==> src/logic/uhts_pkg.sv <==
// Constants, field layout and carrier type of the host token scheduler.
// Assumes a 40 MHz APB clock and a 12 MHz full-speed bit rate.
`default_nettype none

package uhts_pkg;

  // Register byte offsets on APB
  localparam logic [7:0] OFS_CORE  = 8'h00;
  localparam logic [7:0] OFS_HCTL  = 8'h04;
  localparam logic [7:0] OFS_EVENT = 8'h08;
  localparam logic [7:0] OFS_STATE = 8'h0c;
  localparam logic [7:0] OFS_MATCH = 8'h10;
  localparam logic [7:0] OFS_RETRY = 8'h14;
  localparam logic [7:0] OFS_ADDR  = 8'h18;
  localparam logic [7:0] OFS_GUARD = 8'h1c;
  localparam logic [7:0] OFS_FRAME = 8'h20;
  localparam logic [7:0] OFS_TOKEN = 8'h24;

  // Field positions
  localparam int CORE_RST   = 0;
  localparam int HCTL_STEP  = 0;
  localparam int HCTL_FIRE  = 1;
  localparam int HCTL_CIRE  = 2;
  localparam int HCTL_RETRY = 3;
  localparam int EV_FRAME   = 0;
  localparam int EV_DONE    = 1;
  localparam int ST_ATTACH  = 0;
  localparam int ST_SPEED   = 1;
  localparam int ST_BUSY    = 3;
  localparam int TK_TGL     = 7;
  localparam int TK_TYPE_LO = 4;
  localparam int TK_EP_LO   = 0;

  // Values after reset
  localparam logic        CORE_RST_INIT = 1'b0;
  localparam logic [7:0]  MATCH_INIT    = 8'h00;
  localparam logic [17:0] RETRY_INIT    = 18'h00000;
  localparam logic [6:0]  ADDR_INIT     = 7'h00;
  localparam logic [13:0] GUARD_INIT    = 14'h0000;
  localparam logic [10:0] FRAME_INIT    = 11'h000;

  // Token type codes
  localparam logic [2:0] PID_NONE  = 3'h0;
  localparam logic [2:0] PID_SETUP = 3'h1;
  localparam logic [2:0] PID_IN    = 3'h2;
  localparam logic [2:0] PID_OUT   = 3'h3;
  localparam logic [2:0] PID_SOF   = 3'h4;
  localparam logic [2:0] PID_ISOIN = 3'h5;
  localparam logic [2:0] PID_ISOUT = 3'h6;

  // Timing: bit tick by fractional accumulation in 0.5 MHz quanta
  localparam int CLK_HZ       = 40_000_000;
  localparam int BIT_HZ       = 12_000_000;
  localparam int FRAME_US     = 1000;
  localparam int QUANT_HZ     = 500_000;
  localparam int TICK_MOD     = CLK_HZ / QUANT_HZ;
  localparam int TICK_STEP    = BIT_HZ / QUANT_HZ;
  localparam int FRAME_BITS_D = BIT_HZ / 1_000_000 * FRAME_US;

  // Token handed to the packet engine
  typedef struct packed {
    logic [2:0]  pid;
    logic [6:0]  addr;
    logic [3:0]  endp;
    logic        toggle;
    logic [10:0] frame;
  } uhts_token_type;

endpackage

`default_nettype wire

==> src/logic/uhts_token_sched.sv <==
// Host token and start-of-frame scheduler with APB register file.
// Assumes a packet engine on pclk that takes tok_start/tok and answers
// with tok_end (plus tok_retry); attach and speed arrive from pins.
//
// What this block does
// - Attach flag reads device presence
// - Frame match sets event at SOF start
// - Frame event interrupts only when enabled
// - Retry countdown loads at start, ticks bitwise
// - Retry count freezes in end-of-frame window
// - Retry time survives soft reset, writes dropped
// - Function mode hides low retry bits
// - Address field goes into every token
// - Data tokens deferred inside guard window
// - Guard counted in bit times
// - SOF command starts 1 ms timer
// - Eleven-bit frame counts up, soft reset clears
// - Toggle selects DATA0/1, checks received toggle
// - Three-bit token type decoding
// - Completion clears type, sets done event
// - SOF ignores toggle and endpoint
// - No tokens while detached
// - Endpoint field addresses target endpoint
// - Preamble packets unsupported
// - Busy flag stops on written zero, polled
//
// Design decisions made here: the address map and the APB slave port.
`timescale 1ns/1ps
`default_nettype none

module uhts_token_sched #(
  parameter int unsigned FRAME_BITS = uhts_pkg::FRAME_BITS_D
) (
  // APB slave
  input  wire logic                 pclk,
  input  wire logic                 presetn,
  input  wire logic                 psel,
  input  wire logic                 penable,
  input  wire logic                 pwrite,
  input  wire logic [7:0]           paddr,
  input  wire logic [31:0]          pwdata,
  output logic      [31:0]          prdata,
  output logic                      pready,
  output logic                      pslverr,
  // Link pins and controller mode
  input  wire logic                 dev_attach_pin,
  input  wire logic                 dev_full_speed_pin,
  input  wire logic                 host_mode,
  // Packet engine
  output logic                      tok_start,
  output uhts_pkg::uhts_token_type  tok,
  input  wire logic                 tok_end,
  input  wire logic                 tok_retry,
  input  wire logic                 rx_tgl_valid,
  input  wire logic                 rx_tgl,
  // Status outputs
  output logic                      toggle_err,
  output logic                      irq
);

  typedef enum logic [1:0] {S_IDLE, S_TOKEN, S_RETRY, S_SOF} uhts_state_type;

  // Counter must fit the 14-bit timer and the guard compare
  if (FRAME_BITS < 2 || FRAME_BITS > 16383) begin : g_chk
    $error("FRAME_BITS out of range");
  end

  localparam logic [13:0] FRAME_LAST = 14'(FRAME_BITS - 1);

  uhts_state_type state_r;
  uhts_state_type ret_r;
  logic        att_meta_r, att_r, spd_meta_r, spd_r;
  logic [6:0]  acc_r;
  logic [7:0]  acc_sum;
  logic        tick_r;
  logic        soft_rst_r, step_r, fire_r, cire_r, retry_en_r;
  logic        ev_frame_r, ev_done_r;
  logic [7:0]  match_r;
  logic [17:0] retry_r, rcnt_r;
  logic [6:0]  addr_r;
  logic [13:0] guard_r, sof_cnt_r;
  logic [10:0] frame_r;
  logic        tgl_r;
  logic [2:0]  type_r;
  logic [3:0]  ep_r;
  logic        busy_r, stop_req_r, sof_due_r, sof_cmd_r;
  logic        setup, acc_go, wr, hit;
  logic [31:0] rd_mux;
  logic        link_ok, is_data, is_xfer, eof_win, freeze;
  logic        sof_go, tok_go, done_go, sof_cmd_go;

  // Pin synchronisers; first stage feeds only the second
  always_ff @(posedge pclk or negedge presetn) begin
    if (!presetn) begin
      att_meta_r <= 1'b0;
      att_r      <= 1'b0;
      spd_meta_r <= 1'b0;
      spd_r      <= 1'b0;
    end else begin
      att_meta_r <= dev_attach_pin;
      att_r      <= att_meta_r;
      spd_meta_r <= dev_full_speed_pin;
      spd_r      <= spd_meta_r;
    end
  end

  // Full-speed bit tick: 12 of every 40 clocks, no fractional drift
  assign acc_sum = {1'b0, acc_r} + 8'(uhts_pkg::TICK_STEP);
  always_ff @(posedge pclk or negedge presetn) begin
    if (!presetn) begin
      acc_r  <= 7'h00;
      tick_r <= 1'b0;
    end else if (acc_sum >= 8'(uhts_pkg::TICK_MOD)) begin
      acc_r  <= 7'(acc_sum - 8'(uhts_pkg::TICK_MOD));
      tick_r <= 1'b1;
    end else begin
      acc_r  <= acc_sum[6:0];
      tick_r <= 1'b0;
    end
  end

  // Scheduling conditions
  assign link_ok = att_r & host_mode & ~soft_rst_r;
  assign is_data = (type_r == uhts_pkg::PID_SETUP) |
                   (type_r == uhts_pkg::PID_IN) |
                   (type_r == uhts_pkg::PID_OUT);
  assign is_xfer = is_data | (type_r == uhts_pkg::PID_ISOIN) |
                   (type_r == uhts_pkg::PID_ISOUT);
  assign eof_win = busy_r & (sof_cnt_r < guard_r);
  assign freeze  = eof_win | sof_due_r | (state_r == S_SOF);
  assign sof_go  = link_ok & sof_due_r &
                   ((state_r == S_IDLE) | (state_r == S_RETRY));
  assign tok_go  = (state_r == S_IDLE) & ~sof_go & link_ok & is_xfer &
                   ~(is_data & eof_win);
  assign sof_cmd_go = (state_r == S_IDLE) & link_ok & ~busy_r &
                      (type_r == uhts_pkg::PID_SOF);
  assign done_go = ((state_r == S_TOKEN) & tok_end &
                    ~(tok_retry & retry_en_r)) |
                   ((state_r == S_SOF) & tok_end & sof_cmd_r);

  // APB decode; one-cycle access phase, unmapped answers pslverr
  assign setup  = psel & ~penable;
  assign acc_go = psel & penable & pready;
  assign wr     = acc_go & pwrite;
  assign hit    = (paddr[1:0] == 2'b00) & (paddr <= uhts_pkg::OFS_TOKEN);

  // Read data view of the register file
  always_comb begin
    rd_mux = 32'h0000_0000;
    case (paddr)
      uhts_pkg::OFS_CORE:  rd_mux[uhts_pkg::CORE_RST] = soft_rst_r;
      uhts_pkg::OFS_HCTL:  rd_mux[3:0] = {retry_en_r, cire_r, fire_r,
                                          step_r};
      uhts_pkg::OFS_EVENT: rd_mux[1:0] = {ev_done_r, ev_frame_r};
      uhts_pkg::OFS_STATE: begin
        rd_mux[uhts_pkg::ST_ATTACH] = att_r;
        rd_mux[uhts_pkg::ST_SPEED]  = spd_r;
        rd_mux[uhts_pkg::ST_BUSY]   = busy_r;
      end
      uhts_pkg::OFS_MATCH: rd_mux[7:0]  = match_r;
      uhts_pkg::OFS_RETRY: rd_mux[17:0] = host_mode ? retry_r :
                                          {retry_r[17:16], 16'h0000};
      uhts_pkg::OFS_ADDR:  rd_mux[6:0]  = addr_r;
      uhts_pkg::OFS_GUARD: rd_mux[13:0] = guard_r;
      uhts_pkg::OFS_FRAME: rd_mux[10:0] = frame_r;
      uhts_pkg::OFS_TOKEN: rd_mux[7:0]  = {tgl_r, type_r, ep_r};
      default:             rd_mux = 32'h0000_0000;
    endcase
  end

  // Answer registered in setup so all bus outputs come from flops
  always_ff @(posedge pclk or negedge presetn) begin
    if (!presetn) begin
      pready  <= 1'b0;
      pslverr <= 1'b0;
      prdata  <= 32'h0000_0000;
    end else begin
      pready  <= setup;
      pslverr <= setup & ~hit;
      prdata  <= setup ? rd_mux : 32'h0000_0000;
    end
  end

  // Control and plain configuration registers
  always_ff @(posedge pclk or negedge presetn) begin
    if (!presetn) begin
      soft_rst_r <= uhts_pkg::CORE_RST_INIT;
      step_r     <= 1'b0;
      fire_r     <= 1'b0;
      cire_r     <= 1'b0;
      retry_en_r <= 1'b0;
      match_r    <= uhts_pkg::MATCH_INIT;
      addr_r     <= uhts_pkg::ADDR_INIT;
      guard_r    <= uhts_pkg::GUARD_INIT;
    end else if (wr) begin
      case (paddr)
        uhts_pkg::OFS_CORE:  soft_rst_r <= pwdata[uhts_pkg::CORE_RST];
        uhts_pkg::OFS_HCTL: begin
          step_r     <= pwdata[uhts_pkg::HCTL_STEP];
          fire_r     <= pwdata[uhts_pkg::HCTL_FIRE];
          cire_r     <= pwdata[uhts_pkg::HCTL_CIRE];
          retry_en_r <= pwdata[uhts_pkg::HCTL_RETRY];
        end
        uhts_pkg::OFS_MATCH: match_r <= pwdata[7:0];
        uhts_pkg::OFS_ADDR:  addr_r  <= pwdata[6:0];
        uhts_pkg::OFS_GUARD: guard_r <= pwdata[13:0];
        default: ;
      endcase
    end
  end

  // Retry time: kept over soft reset, low 16 bits host-only
  always_ff @(posedge pclk or negedge presetn) begin
    if (!presetn) begin
      retry_r <= uhts_pkg::RETRY_INIT;
    end else if (wr && paddr == uhts_pkg::OFS_RETRY && !soft_rst_r) begin
      retry_r[17:16] <= pwdata[17:16];
      if (host_mode) begin
        retry_r[15:0] <= pwdata[15:0];
      end
    end
  end

  // Token command; hardware clear on completion beats a write
  always_ff @(posedge pclk or negedge presetn) begin
    if (!presetn) begin
      tgl_r  <= 1'b0;
      type_r <= uhts_pkg::PID_NONE;
      ep_r   <= 4'h0;
    end else if (soft_rst_r) begin
      tgl_r  <= 1'b0;
      type_r <= uhts_pkg::PID_NONE;
      ep_r   <= 4'h0;
    end else if (done_go) begin
      type_r <= uhts_pkg::PID_NONE;
    end else if (wr && paddr == uhts_pkg::OFS_TOKEN) begin
      tgl_r  <= pwdata[uhts_pkg::TK_TGL];
      type_r <= pwdata[uhts_pkg::TK_TYPE_LO +: 3];
      ep_r   <= pwdata[uhts_pkg::TK_EP_LO +: 4];
    end
  end

  // Event flags: write 0 clears, write 1 ignored, set wins
  always_ff @(posedge pclk or negedge presetn) begin
    if (!presetn) begin
      ev_frame_r <= 1'b0;
      ev_done_r  <= 1'b0;
    end else if (soft_rst_r) begin
      ev_frame_r <= 1'b0;
      ev_done_r  <= 1'b0;
    end else begin
      if (sof_go && !step_r && match_r == frame_r[7:0]) begin
        ev_frame_r <= 1'b1;
      end else if (wr && paddr == uhts_pkg::OFS_EVENT &&
                   !pwdata[uhts_pkg::EV_FRAME]) begin
        ev_frame_r <= 1'b0;
      end
      if (done_go) begin
        ev_done_r <= 1'b1;
      end else if (wr && paddr == uhts_pkg::OFS_EVENT &&
                   !pwdata[uhts_pkg::EV_DONE]) begin
        ev_done_r <= 1'b0;
      end
    end
  end

  // Frame number: counts each finished SOF, soft reset clears
  always_ff @(posedge pclk or negedge presetn) begin
    if (!presetn) begin
      frame_r <= uhts_pkg::FRAME_INIT;
    end else if (soft_rst_r) begin
      frame_r <= uhts_pkg::FRAME_INIT;
    end else if (state_r == S_SOF && tok_end) begin
      frame_r <= frame_r + 11'h001;
    end else if (wr && paddr == uhts_pkg::OFS_FRAME) begin
      frame_r <= pwdata[10:0];
    end
  end

  // SOF timer and busy flag; a stop waits for any SOF in flight
  always_ff @(posedge pclk or negedge presetn) begin
    if (!presetn) begin
      busy_r     <= 1'b0;
      stop_req_r <= 1'b0;
      sof_due_r  <= 1'b0;
      sof_cmd_r  <= 1'b0;
      sof_cnt_r  <= FRAME_LAST;
    end else if (soft_rst_r) begin
      busy_r     <= 1'b0;
      stop_req_r <= 1'b0;
      sof_due_r  <= 1'b0;
      sof_cmd_r  <= 1'b0;
      sof_cnt_r  <= FRAME_LAST;
    end else begin
      if (wr && paddr == uhts_pkg::OFS_STATE &&
          !pwdata[uhts_pkg::ST_BUSY] && busy_r) begin
        stop_req_r <= 1'b1;
      end else if (stop_req_r && state_r != S_SOF) begin
        stop_req_r <= 1'b0;
      end
      if (sof_cmd_go) begin
        busy_r    <= 1'b1;
        sof_due_r <= 1'b1;
        sof_cmd_r <= 1'b1;
        sof_cnt_r <= FRAME_LAST;
      end else if (stop_req_r && state_r != S_SOF) begin
        busy_r    <= 1'b0;
        sof_due_r <= 1'b0;
        sof_cnt_r <= FRAME_LAST;
      end else if (busy_r && tick_r) begin
        if (sof_cnt_r == 14'h0000) begin
          sof_cnt_r <= FRAME_LAST;
          sof_due_r <= 1'b1;
        end else begin
          sof_cnt_r <= sof_cnt_r - 14'h0001;
        end
      end
      if (sof_go) begin
        sof_due_r <= 1'b0;
      end
      if (state_r == S_SOF && tok_end) begin
        sof_cmd_r <= 1'b0;
      end
    end
  end

  // Retry countdown, ticking in S_TOKEN and S_RETRY outside the freeze window
  always_ff @(posedge pclk or negedge presetn) begin
    if (!presetn) begin
      rcnt_r <= 18'h00000;
    end else if (tok_go && retry_en_r) begin
      rcnt_r <= retry_r;
    end else if (tick_r && !freeze && rcnt_r != 18'h00000 &&
                 (state_r == S_TOKEN || state_r == S_RETRY)) begin
      rcnt_r <= rcnt_r - 18'h00001;
    end
  end

  // Sequencer and token output to the packet engine
  always_ff @(posedge pclk or negedge presetn) begin
    if (!presetn) begin
      state_r   <= S_IDLE;
      ret_r     <= S_IDLE;
      tok_start <= 1'b0;
      tok       <= '0;
    end else begin
      tok_start <= 1'b0;
      if (sof_go) begin
        tok_start  <= 1'b1;
        tok.pid    <= uhts_pkg::PID_SOF;
        tok.addr   <= addr_r;
        tok.endp   <= 4'h0;
        tok.toggle <= 1'b0;
        tok.frame  <= frame_r;
        ret_r      <= state_r;
        state_r    <= S_SOF;
      end else begin
        case (state_r)
          S_IDLE: begin
            if (tok_go) begin
              tok_start  <= 1'b1;
              tok.pid    <= type_r;
              tok.addr   <= addr_r;
              tok.endp   <= ep_r;
              tok.toggle <= tgl_r;
              tok.frame  <= frame_r;
              state_r    <= S_TOKEN;
            end
          end
          S_TOKEN: begin
            if (soft_rst_r) begin
              state_r <= S_IDLE;
            end else if (tok_end) begin
              state_r <= (tok_retry && retry_en_r) ? S_RETRY : S_IDLE;
            end
          end
          S_RETRY: begin
            if (!link_ok || rcnt_r == 18'h00000) begin
              state_r <= S_IDLE;
            end
          end
          S_SOF: begin
            if (tok_end) begin
              state_r <= soft_rst_r ? S_IDLE : ret_r;
            end
          end
          default: state_r <= S_IDLE;
        endcase
      end
    end
  end

  // Toggle check and gated interrupt line
  always_ff @(posedge pclk or negedge presetn) begin
    if (!presetn) begin
      toggle_err <= 1'b0;
      irq        <= 1'b0;
    end else begin
      toggle_err <= rx_tgl_valid & (rx_tgl != tgl_r);
      irq <= (ev_frame_r & fire_r) | (ev_done_r & cire_r);
    end
  end
endmodule

`default_nettype wire

==> config.mk <==
export PLATFORM = sky130hd
export DESIGN_NAME = uhts_token_sched
export DESIGN_NICKNAME = d
export VERILOG_FILES = /design/src/logic/uhts_pkg.sv /design/src/logic/uhts_token_sched.sv
export SDC_FILE = /design/constraint.sdc
export NUM_CORES = 1
export LEC_CHECK = 0
export BUFFER_PORTS_ARGS = -buffer_cell sky130_fd_sc_hd__buf_2
export CORE_MARGIN = 2
export CORE_UTILIZATION = 30
export CTS_CLUSTER_DIAMETER = 120
export CTS_CLUSTER_SIZE = 12
export DETAILED_ROUTE_END_ITERATION = 8
export PLACE_DENSITY_LB_ADDON = 0.3
export RECOVER_POWER = 25
export SYNTH_ARGS = -nofsm -noshare
export SYNTH_HDL_FRONTEND = slang
export SYNTH_SLANG_ARGS = --single-unit
==> constraint.sdc <==
create_clock -name pclk -period 2.3 [get_ports pclk]
set_input_delay 0.46 -clock pclk [delete_from_list [all_inputs] [get_ports pclk]]
set_output_delay 0.46 -clock pclk [all_outputs]
set_load 0.01 [all_outputs]
Yosys cells after proc, flatten, opt, wreduce, memory -nomap -nowiden

Index checks and enable logic that the tools add are counted.

$add $sub $neg: 5
Magnitude comparators: 3
Equal/unequal tests: 26
Muxes and demuxes: 67
Bitwise gates (word level): 43
Reduce and logical (&&, ||, !) cells: 59

Operators with widths:

| operator                                           | count |
|---|---|
| two-way mux 26 bit                                 | 3 |
| two-way mux 14 bit                                 | 5 |
| two-way mux 18 bit                                 | 3 |
| two-way mux 11 bit                                 | 3 |
| == test 8 x 5 -> 1 bit, second input constant      | 4 |
| bitwise AND 1 bit                                  | 27 |
| two-way mux 1 bit                                  | 27 |
| nonzero test 3 bit                                 | 7 |
| logical AND 1 bit                                  | 20 |
| zero test 18 bit                                   | 1 |
| one-hot mux 3 bit (6 select lines)                 | 1 |
| AND reduction 2 bit                                | 9 |
| nonzero test 18 bit                                | 1 |
| subtractor 18 x 1 -> 18 bit, second input constant | 1 |
| == test 8 x 4 -> 1 bit, second input constant      | 2 |
| == test 8 x 6 -> 1 bit, second input constant      | 2 |
| two-way mux 16 bit                                 | 1 |
| two-way mux 2 bit                                  | 8 |
| two-way mux 4 bit                                  | 4 |
| zero test 14 bit                                   | 1 |
| < comparator 14 bit                                | 1 |
| subtractor 14 x 1 -> 14 bit, second input constant | 1 |
| adder 11 x 1 -> 11 bit, second input constant      | 1 |
| one-hot mux 1 bit (10 select lines)                | 1 |
| 35 further kinds                                   | 69 |

Flip-flop bits (word level): 174
Input bits: 52
Output and inout bits: 63

Logic depth before layout (Yosys ltp)

Depth in word-level cells: 12
Depth in mapped cells: 10
Depth with buffers taken out: 8

Least setup slack after synthesis

OpenSTA, ideal clock, no wires.

Kind: register to register
Start: register sof_cnt_r[13]
End: register tok[10] (netlist name)
Data arrival time: 2.416 ns
Path slack: -0.244 ns
Cell stages (with the launch flop): 9
Path through: dfstp_2 ha_1 and4_1 a2111oi_2 o211a_1 a21boi_4 o21ai_4 buf_4 mux2_1

Word-level cells in the longest chain between the ends: 7

Ends and longest elaborated chain:

| what                                 | line                    | RTL |
|---|---|---|
| from (decl)                          | uhts_token_sched.sv:81  | `logic [13:0] guard_r, sof_cnt_r;` |
| from (signal assigned)               | uhts_token_sched.sv:315 | `sof_cnt_r <= sof_cnt_r - 14'h0001;` |
| < comparator 14 bit                  | uhts_token_sched.sv:129 | `assign eof_win = busy_r & (sof_cnt_r < guard_r);` |
| bitwise AND 1 bit                    | uhts_token_sched.sv:129 |  |
| bitwise AND 1 bit                    | uhts_token_sched.sv:134 | `~(is_data & eof_win);` |
| NOT 1 bit                            | uhts_token_sched.sv:134 |  |
| bitwise AND 1 bit                    | uhts_token_sched.sv:133 | `assign tok_go = (state_r == S_IDLE) & ~sof_go & link_ok & is_xfer &` |
| nonzero test 2 bit (no source line)  | -                       |  |
| AND reduction 2 bit (no source line) | -                       |  |
| to (decl)                            | uhts_token_sched.sv:51  | `output uhts_pkg::uhts_token_type tok,` |

No other way between the ends.
A chain may end at the register's enable or synchronous reset.

Final worst setup path

Start: register rcnt_r[1]
End: register rcnt_r[3]

Word-level cells in the longest chain between the ends: 4

Ends and longest elaborated chain:

| what                                                                                | line                    | RTL |
|---|---|---|
| from (decl)                                                                         | uhts_token_sched.sv:79  | `logic [17:0] retry_r, rcnt_r;` |
| from (signal assigned)                                                              | uhts_token_sched.sv:332 | `rcnt_r <= retry_r;` |
| from (signal assigned)                                                              | uhts_token_sched.sv:335 | `rcnt_r <= rcnt_r - 18'h00001;` |
| parallel branches: the longest is 4 deep, another holds subtractor 18 x 1 -> 18 bit | -                       |  |

Parallel ways; which one is timed is not known. The select of a mux whose other input is x is not followed.

==> impl_metrics.env <==
export IMPL_status="finished, violations left"
export IMPL_violations="negative setup slack"
export IMPL_path_depth=10
export IMPL_crit_fanout=8
export IMPL_grt_antenna_before_repair=0
export IMPL_fin_skew_ns=0.0169
export IMPL_crit_chain="inv_1 -> ha_2 -> or3b_4 -> nor4b_4 -> buf_4 -> a2111o_1 -> buf_12 -> or4_1 -> o21ai_1 -> a31oi_1"
export IMPL_grt_pass1_wl_mm=40.5
export IMPL_finalWeightedCongestion=0.888
export IMPL_setup_tns_ns=-0.0493
export IMPL_criticalPathCategory="register to register"
export IMPL_async_flop_share_pct=100
export IMPL_r2r_end="rcnt_r[3]"
export IMPL_layout_setup_ws_ns=-0.0216
export IMPL_vdd_drop_max_uv=590
export IMPL_cts_root_buf="clkbuf_16"
export IMPL_hp_class="input port to register"
export IMPL_rrSetupSlack_ns=-0.02
export IMPL_synth_compound_area_share_pct=15.8
export IMPL_finalSetupViolCount=3
export IMPL_drt_wl_total_mm=25.9
export IMPL_place_inst=1354
export IMPL_cts_sinks=171
export IMPL_clkTransAtPathRegs_ns=0.08
export IMPL_max_slew_worst_pin_slew_ns=0.972
export IMPL_drv_cap=0
export IMPL_die_w_um=174
export IMPL_cts_buffer_depth=2
export IMPL_cp_slowest_cell="a2111o_1"
export IMPL_synthAdderAreaFrac_pct=3.61
export IMPL_synthCells=823
export IMPL_p_per_area_mw_per_mm2=700
export IMPL_fmax_ghz=0.431
export IMPL_track_usage_pct=17.2
export IMPL_cts_made_buffers=17
export IMPL_core_area_mm2=0.0286
export IMPL_drcViolationCount=0
export IMPL_path_buf_inv=3
export IMPL_slew_headroom_pct=35.2
export IMPL_cp_top_family="simple AND/OR/NAND/NOR gates"
export IMPL_drt_iter0_drc=660
export IMPL_dieArea_mm2=0.0303
export IMPL_ff2ff_path_depth=10
export IMPL_synth_top_family_by_area="simple AND/OR/NAND/NOR gates"
export IMPL_synth_main_ff_cell="dfrtp_1"
export IMPL_syn_area_per_cell_um2=10.5
export IMPL_slew_viol_final=0
export IMPL_synth_seq_cells=171
export IMPL_dr_pass1_iters=5
export IMPL_clock_latency_ns=0.44
export IMPL_seq_area_frac_synth_pct=49.5
export IMPL_routed_via_density=5.08
export IMPL_startpoint="rcnt_r[1]"
export IMPL_synth_xor_area_share_pct=2.12
export IMPL_post_route_min_period_ns=2.32
export IMPL_start_kind="register"
export IMPL_ant_nets=0
export IMPL_io_pins=115
export IMPL_synth_warnings=0
export IMPL_port_buffers=86
export IMPL_syn2layout_area_growth_pct=29.7
export IMPL_drive_above_1_share_pct=33.5
export IMPL_final_common_cell="dfrtp_1"
export IMPL_r2r_start="rcnt_r[1]"
export IMPL_synth_area_mux_share_pct=9.12
export IMPL_synth_simple_area_share_pct=15.9
export IMPL_arrival_ns=2.64
export IMPL_grt_pass1_vias=7105
export IMPL_grt_ovfl_total=0
export IMPL_fp_dieH_um=174
export IMPL_synth_edff_count=0
export IMPL_rows=62
export IMPL_period_share_pct=101
export IMPL_hold_viol_final=0
export IMPL_rsz0062_at_grt="true"
export IMPL_ys_types=74
export IMPL_wl_per_cell_um=18.4
export IMPL_setup_worst_path_end="rcnt_r[3]"
export IMPL_grt_max_degree=50
export IMPL_synth_cell_area_mm2=0.00867
export IMPL_cpPeakStageDelay_ns=0.41
export IMPL_whs_ns=0.125
export IMPL_h_tree_depth=4
export IMPL_tritoncts="built"
export IMPL_most_common_layout_cells="dfrtp_1 (160), buf_4 (103), buf_2 (85), nand2_1 (74), o21ai_0 (57)"
export IMPL_dp_hpwl_mm=18.7
export IMPL_instances_no_fill=1411
export IMPL_num_vias=7170
export IMPL_setup_worst_path_end_class="register"
export IMPL_layout_nets=1091
export IMPL_n_antenna_cell=0
export IMPL_initial_core_util_pct=30.3
export IMPL_nFillCells=2822
export IMPL_leakage_nw=5.32
export IMPL_required_ns=2.62
cell usage after synthesis, drive strengths merged (4+ instances only):
library cell	number	area share [%]
dfrtp	160	46
mux2	61	8.0
buf	22	1.7
or3	7	0.50
inv	28	1.2
nand4	10	0.72
a22o	7	0.71
a21boi	4	0.48
and3	21	1.5
a22oi	22	1.9
nor3b	5	0.55
xnor2	15	1.5
clkbuf	25	1.1
a222oi	7	0.81
a2111oi	4	0.76
a31oi	21	1.5
and2	10	0.72
nor3	28	1.8
nand2b	6	0.43
dfstp	11	3.3
mux2i	10	1.2
o21ai	63	3.8
nand2	76	3.3
a21oi	31	1.8
nand3	18	1.0
nand3b	4	0.35
xor2	6	0.61
or2	4	0.29
o41ai	5	0.50
o31ai	8	0.69
or4	11	1.0
nor2	46	2.0
a2bb2oi	4	0.40
ha	25	3.6
worst min-delay path by stage:
stage	startpoint	end	slack, ns	depth (start not counted)
after CTS	dev_full_speed_pin	spd_meta_r	0.11	1
after detailed placement	spd_meta_r	spd_r	0.33	0
after global routing	dev_full_speed_pin	spd_meta_r	0.10	1
after floorplan	presetn	acc_r[3]	0.16	0
final	dev_full_speed_pin	spd_meta_r	0.13	1
after global placement	spd_meta_r	spd_r	0.34	0
routing by layer:
| metal | up-vias | share of wire (%) | wire length [um] | track usage [%] |
|---|---|---|---|---|
| met5 | - | 0 | 0 | 0 |
| met4 | 0 | 0.75 | 195 | 3.85 |
| met3 | 12 | 4.8 | 1230 | 2.93 |
| met2 | 198 | 47 | 12200 | 27.4 |
| met1 | 3584 | 48 | 12400 | 24.5 |
| li1 | 3376 | - | - | - |
worst register-to-register path, delay by kind of cell, from the launching register on:
| family | cells | cell delay, ns |
|---|---|---|
| AOI/OAI and AO/OA | 3 | 0.65 |
| adders and majority gates | 1 | 0.16 |
| buffers and inverters | 3 | 0.36 |
| DFF | 1 | 0.36 |
| and+or+nand+nor | 3 | 0.70 |
flip-flops by register name, summed over array words and instances, names as in the netlist, 3 cells and up:
name	flops
tok	26
prdata	18
rcnt_r	18
retry_r	18
guard_r	14
sof_cnt_r	14
frame_r	11
match_r	8
addr_r	7
acc_r	4
ep_r	4
type_r	3
power by group:
group / leakage, nW / switching [mW] / internal, mW / total (mW)
Combinational: 2.90 / 0.731 / 0.680 / 1.41
Clock: 0.288 / 1.41 / 1.47 / 2.88
Sequential: 2.13 / 0.282 / 3.30 / 3.58
Total: 5.32 / 2.43 / 5.45 / 7.88
layout make-up:
class / count / area (um2) / area share [%]
repair buffers: 206 / 1450 / 12.9
well taps: 384 / 480 / 4.27
clock inverters: 14 / 174 / 1.55
inverters: 28 / 105 / 0.934
clock buffers: 18 / 429 / 3.81
multi-input cells: 590 / 4320 / 38.4
flip-flops and latches: 171 / 4290 / 38.2
through the flow:
stage                     setup WS [ns]  util, %  total power, mW  area, um2
after floorplan                 -0.0666        -             4.33       8760
after global placement           -0.156     35.7             4.94      10200
after detailed placement         -0.176     35.7             4.96      10200
after CTS                      -0.00643     38.3             7.89      11000
after global routing            -0.0929     39.3             8.30      11200
final                           -0.0216     39.3             7.88      11200
logic make-up (layout without fill, tap and decap cells):
group / after synthesis / count (layout)
fa+ha+maj: 25 / 25
simple gates: 259 / 259
mux: 71 / 71
compound gates: 200 / 200
xor+xnor: 21 / 21
buf+inv: 75 / 266
flops: 171 / 171
other cells: 1 / 14
repair_timing:
action / in CTS / in global routing
hold buffers: 1 / 0
cloned: 0 / 3
endpoints found under the hold margin: 33 / 0
setup buffers: 9 / 12
pin swaps: 13 / 28
gates resized for setup: 11 / 34
setup endpoints to repair: 41 / 37
Power figures use the tool's default switching activity.
